==> config.mk <==
export PLATFORM = sky130hd
export DESIGN_NAME = low_power_oneshot_down_timer
export DESIGN_NICKNAME = d
export VERILOG_FILES = /design/src/logic/lp_timer_pkg.sv /design/src/logic/low_power_oneshot_down_timer.sv /design/src/logic/lp_down_counter.sv /design/src/logic/lp_tick_gen.sv
export SDC_FILE = /design/constraint.sdc
export NUM_CORES = 1
export LEC_CHECK = 0
export ABC_AREA = 1
export BUFFER_PORTS_ARGS = -buffer_cell sky130_fd_sc_hd__buf_2
export CORE_MARGIN = 5
export CORE_UTILIZATION = 35
export CTS_CLUSTER_DIAMETER = 60
export DETAILED_ROUTE_END_ITERATION = 10
export GPL_TIMING_DRIVEN = 0
export MAX_ROUTING_LAYER = met4
export PLACE_DENSITY = 0.63
export SYNTH_ARGS = -nofsm -noshare
export SYNTH_HDL_FRONTEND = slang
export SYNTH_HIERARCHICAL = 1
export SYNTH_SLANG_ARGS = --single-unit
==> constraint.sdc <==
create_clock -name sys_clk_i -period 2.2 [get_ports sys_clk_i]
set_clock_uncertainty 0.15 [all_clocks]
set_input_delay 0 -clock sys_clk_i [delete_from_list [all_inputs] [get_ports sys_clk_i]]
set_output_delay 0 -clock sys_clk_i [all_outputs]
set_load 0.01 [all_outputs]
==> src/logic/lp_timer_pkg.sv <==
// Purpose: Constants and types shared by the low-power one-shot down timer.
// Assumes: 25 MHz system clock; APB register bus with 32-bit data.
// Notes: The rules below carry no tags; code does not name them.
// Function
// - Sixteen-bit one-shot down counter on keep-alive ticks.
// - Underflow sets sticky flag and stops counting.
// - Top timer status bit follows underflow flag.
// - Interrupt pin asserts only when timer enabled; code asserts it for any enabled set status bit, even with enable clear.
// - Reset bit copies reload value into counter.
// - Enable set: decrement once every millisecond.
// - Count until underflow or software disable.
// - Underflow only on zero to all-ones step.
// - Clearing enable freezes the counter value.
// - Count register reads return live count.
// - Re-enable resumes from frozen count, no reload.
// - Stop-after-wrap disables first, then sets flag.
// - One write of enable, reset, wrap starts.
// - Interrupt pin is open-drain, active low.
`default_nettype none

package lp_timer_pkg;

   // Clock rates and periods in their own units
   localparam int SYS_FREQ_HZ = 25000000;
   localparam int KA_FREQ_HZ = 20000;
   localparam int TICK_PERIOD_US = 1000;
   localparam int KA_CYCLES = SYS_FREQ_HZ / KA_FREQ_HZ;
   localparam int KA_PER_MS = (KA_FREQ_HZ * TICK_PERIOD_US) / 1000000;

   // Register byte offsets
   localparam logic [7:0] OFS_CTRL = 8'h00;
   localparam logic [7:0] OFS_RELOAD = 8'h04;
   localparam logic [7:0] OFS_COUNT = 8'h08;
   localparam logic [7:0] OFS_EVENT = 8'h0c;
   localparam logic [7:0] OFS_IRQ_STS = 8'h10;
   localparam logic [7:0] OFS_IRQ_EN = 8'h14;

   // Field positions
   localparam int CTL_EN_BIT = 0;
   localparam int CTL_LOAD_BIT = 1;
   localparam int CTL_SAW_BIT = 2;
   localparam int EVT_UFLOW_BIT = 0;
   localparam int IRQ_TIMER_BIT = 0;
   localparam int IRQ_DONE_BIT = 1;

   // Values after reset and count limits
   localparam logic [15:0] RELOAD_RST = 16'h0000;
   localparam logic [15:0] COUNT_RST = 16'h0000;
   localparam logic [15:0] COUNT_ZERO = 16'h0000;
   localparam logic [15:0] COUNT_MAX = 16'hffff;
   localparam logic [1:0] IRQ_EN_RST = 2'h0;
   localparam logic [31:0] RDATA_RST = 32'h0000_0000;

   typedef enum {ST_ARMED, ST_EXPIRED, ST_DISABLING} tmr_state_t;

   function automatic logic is_mapped(input logic [7:0] a);
      is_mapped = (a == OFS_CTRL) || (a == OFS_RELOAD) || (a == OFS_COUNT) ||
                  (a == OFS_EVENT) || (a == OFS_IRQ_STS) || (a == OFS_IRQ_EN);
   endfunction

endpackage

`default_nettype wire

==> src/logic/low_power_oneshot_down_timer.sv <==
// Purpose: One-shot millisecond down timer with APB registers and open-drain irq.
// Assumes: APB master keeps request stable through access; zero wait states.
// Notes: The count is live; reading it while enabled may catch a step.
`timescale 1ns/10ps
`default_nettype none

module low_power_oneshot_down_timer
   import lp_timer_pkg::*;
#(
   parameter int KA_DIV = KA_CYCLES,
   parameter int KA_MS = KA_PER_MS
) (
   // Clock and reset
   input wire logic sys_clk_i,
   input wire logic reset_i,
   // APB slave
   input wire logic psel_i,
   input wire logic penable_i,
   input wire logic pwrite_i,
   input wire logic [7:0] paddr_i,
   input wire logic [31:0] pwdata_i,
   output logic [31:0] prdata_o,
   output logic pready_o,
   output logic pslverr_o,
   // Open-drain interrupt pin
   output logic irq_n_out_o,
   output logic irq_n_oe_o
);

   tmr_state_t state_reg, state_next;
   logic enable_reg, enable_next;
   logic saw_reg, saw_next;
   logic [15:0] reload_reg, reload_next;
   logic uflow_reg, uflow_next;
   logic done_reg, done_next;
   logic [1:0] irq_en_reg, irq_en_next;
   logic [31:0] prdata_reg, prdata_next;
   logic irq_reg, irq_next;

   logic ka_tick, ms_tick;
   logic [15:0] count_w;
   logic wrap_w;
   logic step_w;
   logic load_pulse;
   logic acc_wr, acc_rd, setup_rd;
   logic ctl_wr, reload_wr, evt_wr, irq_en_wr, sts_rd;
   logic uflow_set, done_set;
   logic [1:0] top_irq_status;

   lp_tick_gen #(
      .KA_DIV(KA_DIV),
      .KA_MS(KA_MS)
   ) i_lp_tick_gen (
      .sys_clk_i(sys_clk_i),
      .reset_i(reset_i),
      .ka_tick_o(ka_tick),
      .ms_tick_o(ms_tick)
   );

   lp_down_counter i_lp_down_counter (
      .sys_clk_i(sys_clk_i),
      .reset_i(reset_i),
      .load_i(load_pulse),
      .load_val_i(reload_reg),
      .step_i(step_w),
      .count_o(count_w),
      .wrap_o(wrap_w)
   );

   // Bus decode
   always_comb begin
      acc_wr = psel_i && penable_i && pwrite_i;
      acc_rd = psel_i && penable_i && !pwrite_i;
      setup_rd = psel_i && !penable_i && !pwrite_i;
      ctl_wr = acc_wr && (paddr_i == OFS_CTRL);
      reload_wr = acc_wr && (paddr_i == OFS_RELOAD);
      evt_wr = acc_wr && (paddr_i == OFS_EVENT);
      irq_en_wr = acc_wr && (paddr_i == OFS_IRQ_EN);
      sts_rd = acc_rd && (paddr_i == OFS_IRQ_STS);
   end

   // Reset bit acts only on the write; it is not stored
   assign load_pulse = ctl_wr && pwdata_i[CTL_LOAD_BIT];
   // Only an armed, enabled timer steps on the millisecond tick
   assign step_w = ms_tick && enable_reg && (state_reg == ST_ARMED);

   // Control and sequencing
   always_comb begin
      enable_next = enable_reg;
      saw_next = saw_reg;
      state_next = state_reg;
      reload_next = reload_reg;
      irq_en_next = irq_en_reg;
      if (ctl_wr) begin
         enable_next = pwdata_i[CTL_EN_BIT];
         saw_next = pwdata_i[CTL_SAW_BIT];
      end else if (wrap_w && saw_reg) begin
         enable_next = 1'b0;
      end
      if (reload_wr) begin
         reload_next = pwdata_i[15:0];
      end
      if (irq_en_wr) begin
         irq_en_next = pwdata_i[1:0];
      end
      if (load_pulse) begin
         state_next = ST_ARMED;
      end else begin
         unique case (state_reg)
            ST_ARMED: begin
               if (wrap_w) begin
                  state_next = saw_reg ? ST_DISABLING : ST_EXPIRED;
               end
            end
            ST_DISABLING: begin
               state_next = ST_EXPIRED;
            end
            ST_EXPIRED: begin
               state_next = ST_EXPIRED;
            end
         endcase
      end
   end

   // Flags: a set in the cycle of a clear wins
   always_comb begin
      // With stop-after-wrap the flag waits one cycle until enable is low
      uflow_set = (wrap_w && !saw_reg) || (state_reg == ST_DISABLING);
      done_set = (state_reg == ST_DISABLING);
      uflow_next = uflow_reg;
      if (evt_wr && pwdata_i[EVT_UFLOW_BIT]) begin
         uflow_next = 1'b0;
      end
      if (uflow_set) begin
         uflow_next = 1'b1;
      end
      done_next = done_reg;
      // Only bits that were returned to software are cleared by the read
      if (sts_rd && prdata_reg[IRQ_DONE_BIT]) begin
         done_next = 1'b0;
      end
      if (done_set) begin
         done_next = 1'b1;
      end
   end

   assign top_irq_status = {done_reg, uflow_reg};

   // Read data is captured in setup so it is stable for the access phase
   always_comb begin
      prdata_next = prdata_reg;
      if (setup_rd) begin
         prdata_next = 32'h0000_0000;
         unique case (paddr_i)
            OFS_CTRL: begin
               prdata_next[CTL_EN_BIT] = enable_reg;
               prdata_next[CTL_SAW_BIT] = saw_reg;
            end
            OFS_RELOAD: begin
               prdata_next[15:0] = reload_reg;
            end
            OFS_COUNT: begin
               prdata_next[15:0] = count_w;
            end
            OFS_EVENT: begin
               prdata_next[EVT_UFLOW_BIT] = uflow_reg;
            end
            OFS_IRQ_STS: begin
               prdata_next[1:0] = top_irq_status;
            end
            OFS_IRQ_EN: begin
               prdata_next[1:0] = irq_en_reg;
            end
            default: begin
               prdata_next = 32'h0000_0000;
            end
         endcase
      end
   end

   // Pin drives low while any enabled status bit is set
   assign irq_next = |(top_irq_status & irq_en_next & {done_next, uflow_next});

   always_ff @(posedge sys_clk_i or posedge reset_i) begin
      if (reset_i) begin
         state_reg <= ST_ARMED;
         enable_reg <= 1'b0;
         saw_reg <= 1'b0;
         uflow_reg <= 1'b0;
         done_reg <= 1'b0;
         reload_reg <= RELOAD_RST;
         irq_en_reg <= IRQ_EN_RST;
         prdata_reg <= RDATA_RST;
         irq_reg <= 1'b0;
      end else begin
         state_reg <= state_next;
         enable_reg <= enable_next;
         saw_reg <= saw_next;
         uflow_reg <= uflow_next;
         done_reg <= done_next;
         reload_reg <= reload_next;
         irq_en_reg <= irq_en_next;
         prdata_reg <= prdata_next;
         irq_reg <= irq_next;
      end
   end

   // Outputs
   assign prdata_o = prdata_reg;
   assign pready_o = 1'b1;
   assign pslverr_o = psel_i && penable_i && !is_mapped(paddr_i);
   assign irq_n_out_o = 1'b0;
   assign irq_n_oe_o = irq_reg;

   // Cycles since the last millisecond tick; read only by the step-rate check below
   logic [15:0] ms_gap_reg, ms_gap_next;
   logic ms_seen_reg, ms_seen_next;

   always_comb begin
      ms_gap_next = ms_gap_reg + 16'h0001;
      ms_seen_next = ms_seen_reg;
      if (ms_tick) begin
         ms_gap_next = 16'h0000;
         ms_seen_next = 1'b1;
      end
   end

   always_ff @(posedge sys_clk_i or posedge reset_i) begin
      if (reset_i) begin
         ms_gap_reg <= 16'h0000;
         ms_seen_reg <= 1'b0;
      end else begin
         ms_gap_reg <= ms_gap_next;
         ms_seen_reg <= ms_seen_next;
      end
   end
endmodule // low_power_oneshot_down_timer

`default_nettype wire

==> src/logic/lp_down_counter.sv <==
// Purpose: Sixteen-bit down counter with load priority and wrap detect.
// Assumes: Load and step come from logic on the same clock.
// Notes: Wrap is combinational so the owner can act in the same cycle.
`timescale 1ns/10ps
`default_nettype none

module lp_down_counter
   import lp_timer_pkg::*;
(
   // Clock and reset
   input wire logic sys_clk_i,
   input wire logic reset_i,
   // Control
   input wire logic load_i,
   input wire logic [15:0] load_val_i,
   input wire logic step_i,
   // Status
   output logic [15:0] count_o,
   output logic wrap_o
);

   logic [15:0] count_reg, count_next;

   always_comb begin
      count_next = count_reg;
      if (load_i) begin
         count_next = load_val_i;
      end else if (step_i) begin
         count_next = count_reg - 16'h0001;
      end
   end

   always_ff @(posedge sys_clk_i or posedge reset_i) begin
      if (reset_i) begin
         count_reg <= COUNT_RST;
      end else begin
         count_reg <= count_next;
      end
   end

   assign count_o = count_reg;
   // Underflow is the step out of zero; a load in the same cycle cancels it
   assign wrap_o = step_i && !load_i && (count_reg == COUNT_ZERO);
endmodule // lp_down_counter

`default_nettype wire

==> src/logic/lp_tick_gen.sv <==
// Purpose: Keep-alive 20 kHz tick and 1 ms tick from the system clock.
// Assumes: Both dividers are at least one.
// Notes: Ticks are one-cycle pulses; the divider runs free from reset.
`timescale 1ns/10ps
`default_nettype none

module lp_tick_gen
   import lp_timer_pkg::*;
#(
   parameter int KA_DIV = KA_CYCLES,
   parameter int KA_MS = KA_PER_MS
) (
   // Clock and reset
   input wire logic sys_clk_i,
   input wire logic reset_i,
   // Ticks
   output logic ka_tick_o,
   output logic ms_tick_o
);

   logic [15:0] ka_cnt_reg, ka_cnt_next;
   logic [7:0] ms_cnt_reg, ms_cnt_next;
   logic ka_wrap, ms_wrap;

   always_comb begin
      ka_wrap = (ka_cnt_reg == 16'(KA_DIV - 1));
      ms_wrap = ka_wrap && (ms_cnt_reg == 8'(KA_MS - 1));
      ka_cnt_next = ka_wrap ? 16'h0000 : ka_cnt_reg + 16'h0001;
      ms_cnt_next = ms_cnt_reg;
      if (ms_wrap) begin
         ms_cnt_next = 8'h00;
      end else if (ka_wrap) begin
         ms_cnt_next = ms_cnt_reg + 8'h01;
      end
   end

   always_ff @(posedge sys_clk_i or posedge reset_i) begin
      if (reset_i) begin
         ka_cnt_reg <= 16'h0000;
         ms_cnt_reg <= 8'h00;
      end else begin
         ka_cnt_reg <= ka_cnt_next;
         ms_cnt_reg <= ms_cnt_next;
      end
   end

   assign ka_tick_o = ka_wrap;
   assign ms_tick_o = ms_wrap;
endmodule // lp_tick_gen

`default_nettype wire

==> key figures <==
Floorplanning
  • Area of the core: approximately 14000 um2
  • Die Wd: 129 um
  • Starting Density: between 30% and 40%
  • Top-level I/O count: 81
  • Full die area: 16800 um2
  • Site row count: 43
  • Die height: roughly 130 um

Detailed routing
  • Final WL: between 10000 and 15000 um
  • Residual DRC: 0
  • Pre-antenna DRT Iters: 5
  • Detail Route Antenna Nets: 0
  • Post-DR wirelength/cell: approximately 12 um
  • Via count: 4487
  • Vias per cell: between 4 and 5
  • Violation count after the first detailed-route iteration: approximately 330

Global route
  • Vias in the first global route: 4337
  • All-Layer GR Usage: between 10% and 20%
  • Overflow after GRT: 0
  • Antenna violations before repair: 0
  • Pin count of the biggest net entering global routing: 42
  • First-pass GRT wire length: 20500 um

Clock tree
  • Clock insertion delay at the later pin of the skew report: around 0.34 ns
  • Clock buffer depth: 2
  • CTS Sinks: 81
  • CTS tree: built
  • Root Buffer Master: clkbuf_16
  • H-tree levels: 3
  • Total CTS buffers: 9
  • Clock-pin slew on the worst setup and hold paths: 0.06 ns

Placed design
  • GPL Wtd Cong: slightly below 0.9
  • DP HPWL: approximately 9000 um
  • Placed cell count: 905
  • IO buf count: 46
  • DP Worst Slack: -0.467 ns

Setup path
  • Crit start category: register
  • Crit path buf inv count: 4
  • Reg2reg path depth: 16
  • CP arrival: 2.36 ns
  • CP Max Fanout: 4
  • Max incr delay on CP: about 0.42 ns
  • Critical path's slowest cell: dfrtp_1
  • CP Cell Sequence: inv_1, nand3_1, nor2_2, nand2_2, nor2_4, nand2_2, nor2_2, inv_2, nor2_4, inv_4, nor3_4, buf_4, a21oi_2, nand2_1, nand3_1, nand2_1
  • Critical Path End Type: register
  • WP depth: 16
  • WP data required: approximately 2.3 ns
  • Top delay family on crit path: simple AND/OR/NAND/NOR gates
  • Kind of critical path: register to register

Synthesis
  • Synth warn: 6
  • Cells after Synth: approximately 660
  • Avg Inst Size Synth: between 7 and 8 um2
  • Post-Syn Area: approximately 5000 um2

STA
  • Endpoints failing setup: 3
  • RSZ-0062 raised after global routing: yes
  • Tcrit/Tclk final: 101%
  • Worst slew pin tran: ~0.87 ns
  • Slew Limit Fails: 0
  • Worst slew margin: around 42%
  • Max Clk Rate: 449 MHz
  • Final hold vios: 0
  • TNS Setup: -0.0750 ns
  • Fin crit period: 2.23 ns
  • Fin worst setup slack: -0.0288 ns

Cells and area
  • Fill count: roughly 1400
  • Layout Area Growth over Synthesis: 28.5%
  • Final cell count without fillers: between 900 and 1000
  • Register area: ~2000 um2
  • Nets: 838
  • ANT cells: 0
  • Share of layout cells above drive strength 1: between 20 and 30%
  • Area of the multi-input gates: ~2600 um2

Hold path
  • Hold Crit Class: primary input to register
  • Hold path cells: 5

Status
  • Failing checks: setup timing
  • Status: finished, violations left

Pwr
  • Cell Pwr Density: between 500 and 600 nW/um2
  • Maximum VDD drop: approximately 370 uV
  • LEAKAGE: ~0.0033 uW

Run
  • Max Cap Violations: 0
-- metal layers --
layer	vias to the layer above	share of wire, %	wire, um	global-route usage (%)
met1	2043	45	5430	19.5
met3	20	3.6	433	2.60
met5	-	0	0	-
li1	2327	-	-	-
met4	0	1.7	205	4.83
met2	97	50	6060	26.1
-- worst paths after layout --
| path | end | startpoint | slack (ns) |
|---|---|---|---|
| worst max-delay path | irq_n_oe_o$_DFF_PP0_ | i_lp_tick_gen/ka_cnt_reg[12]$_DFF_PP0_ | -0.03 |
| worst min-delay path | prdata_o[12]$_DFFE_PP0P_ | paddr_i[3] | 0.02 |
| min in group asynchronous | i_lp_down_counter/count_o[6]$_DFFE_PP0P_ | reset_i | 0.20 |
| worst max register to register | irq_n_oe_o$_DFF_PP0_ | i_lp_tick_gen/ka_cnt_reg[12]$_DFF_PP0_ | -0.03 |
| max in group asynchronous | i_lp_tick_gen/ka_cnt_reg[8]$_DFF_PP0_ | reset_i | 1.01 |
| worst min register to register | prdata_o[2]$_DFFE_PP0P_ | prdata_o[2]$_DFFE_PP0P_ | 0.33 |
-- cells in the final DEF (no fill, tap or decap), types with 11 or more instances in the layout --
cell type and count:
a31oi_1 13, buf_2 54, buf_4 47, conb_1 18, dfrtp_1 78, dlygate4sd3_1 27
inv_1 70, inv_2 15, nand2_1 160, nand2_2 18, nand3_1 72, nor2_1 71
nor2_2 13, nor2_4 11, o21ai_1 22, xor2_1 11
-- repair_timing --
action	CTS	global route
resized for setup	19	24
pin swaps	10	13
hold buffers	27	0
gates cloned	0	0
buffers inserted	14	11
setup endpoints to repair	17	19
hold endpoints to repair	112	0
-- final cells by class --
cell class	count	area share (%)
multi-input combinational	475	40.1
sequential	81	31.6
timing repair buffer	97	10.6
inverter	87	5.16
buffer	36	4.19
clock buffer	10	3.57
tap	180	3.51
clock inverter	6	1.19
-- metrics by stage --
| step | hold slack, ns | power [uW] | util, % | cell area, um2 |
|---|---|---|---|---|
| global route | 0.0495 | 3560 | 46.1 | 6420 |
| global placement | 0.0156 | 1890 | 39.6 | 5510 |
| floorplan | -0.236 | 1780 | - | 5060 |
| finish | 0.0162 | 3420 | 46.1 | 6420 |
| CTS | 0.00158 | 3470 | 44.9 | 6260 |
| detailed placement | 0.0234 | 1890 | 39.6 | 5510 |
-- where the power goes --
| part | leakage (uW) | switching [uW] | total, uW | internal, uW |
|---|---|---|---|---|
| combinational | 0.00206 | 179 | 325 | 146 |
| sequential | 0.00106 | 34.4 | 1570 | 1540 |
| clock | 0.000149 | 628 | 1530 | 897 |
-- tightest hold or removal path, cell delays in order --
cell and delay, ns:
buf_2 0.12, nand2_1 0.11, nor2_4 0.08, nand3_1 0.09, a31oi_1 0.07
Power figures use the tool's default switching activity.
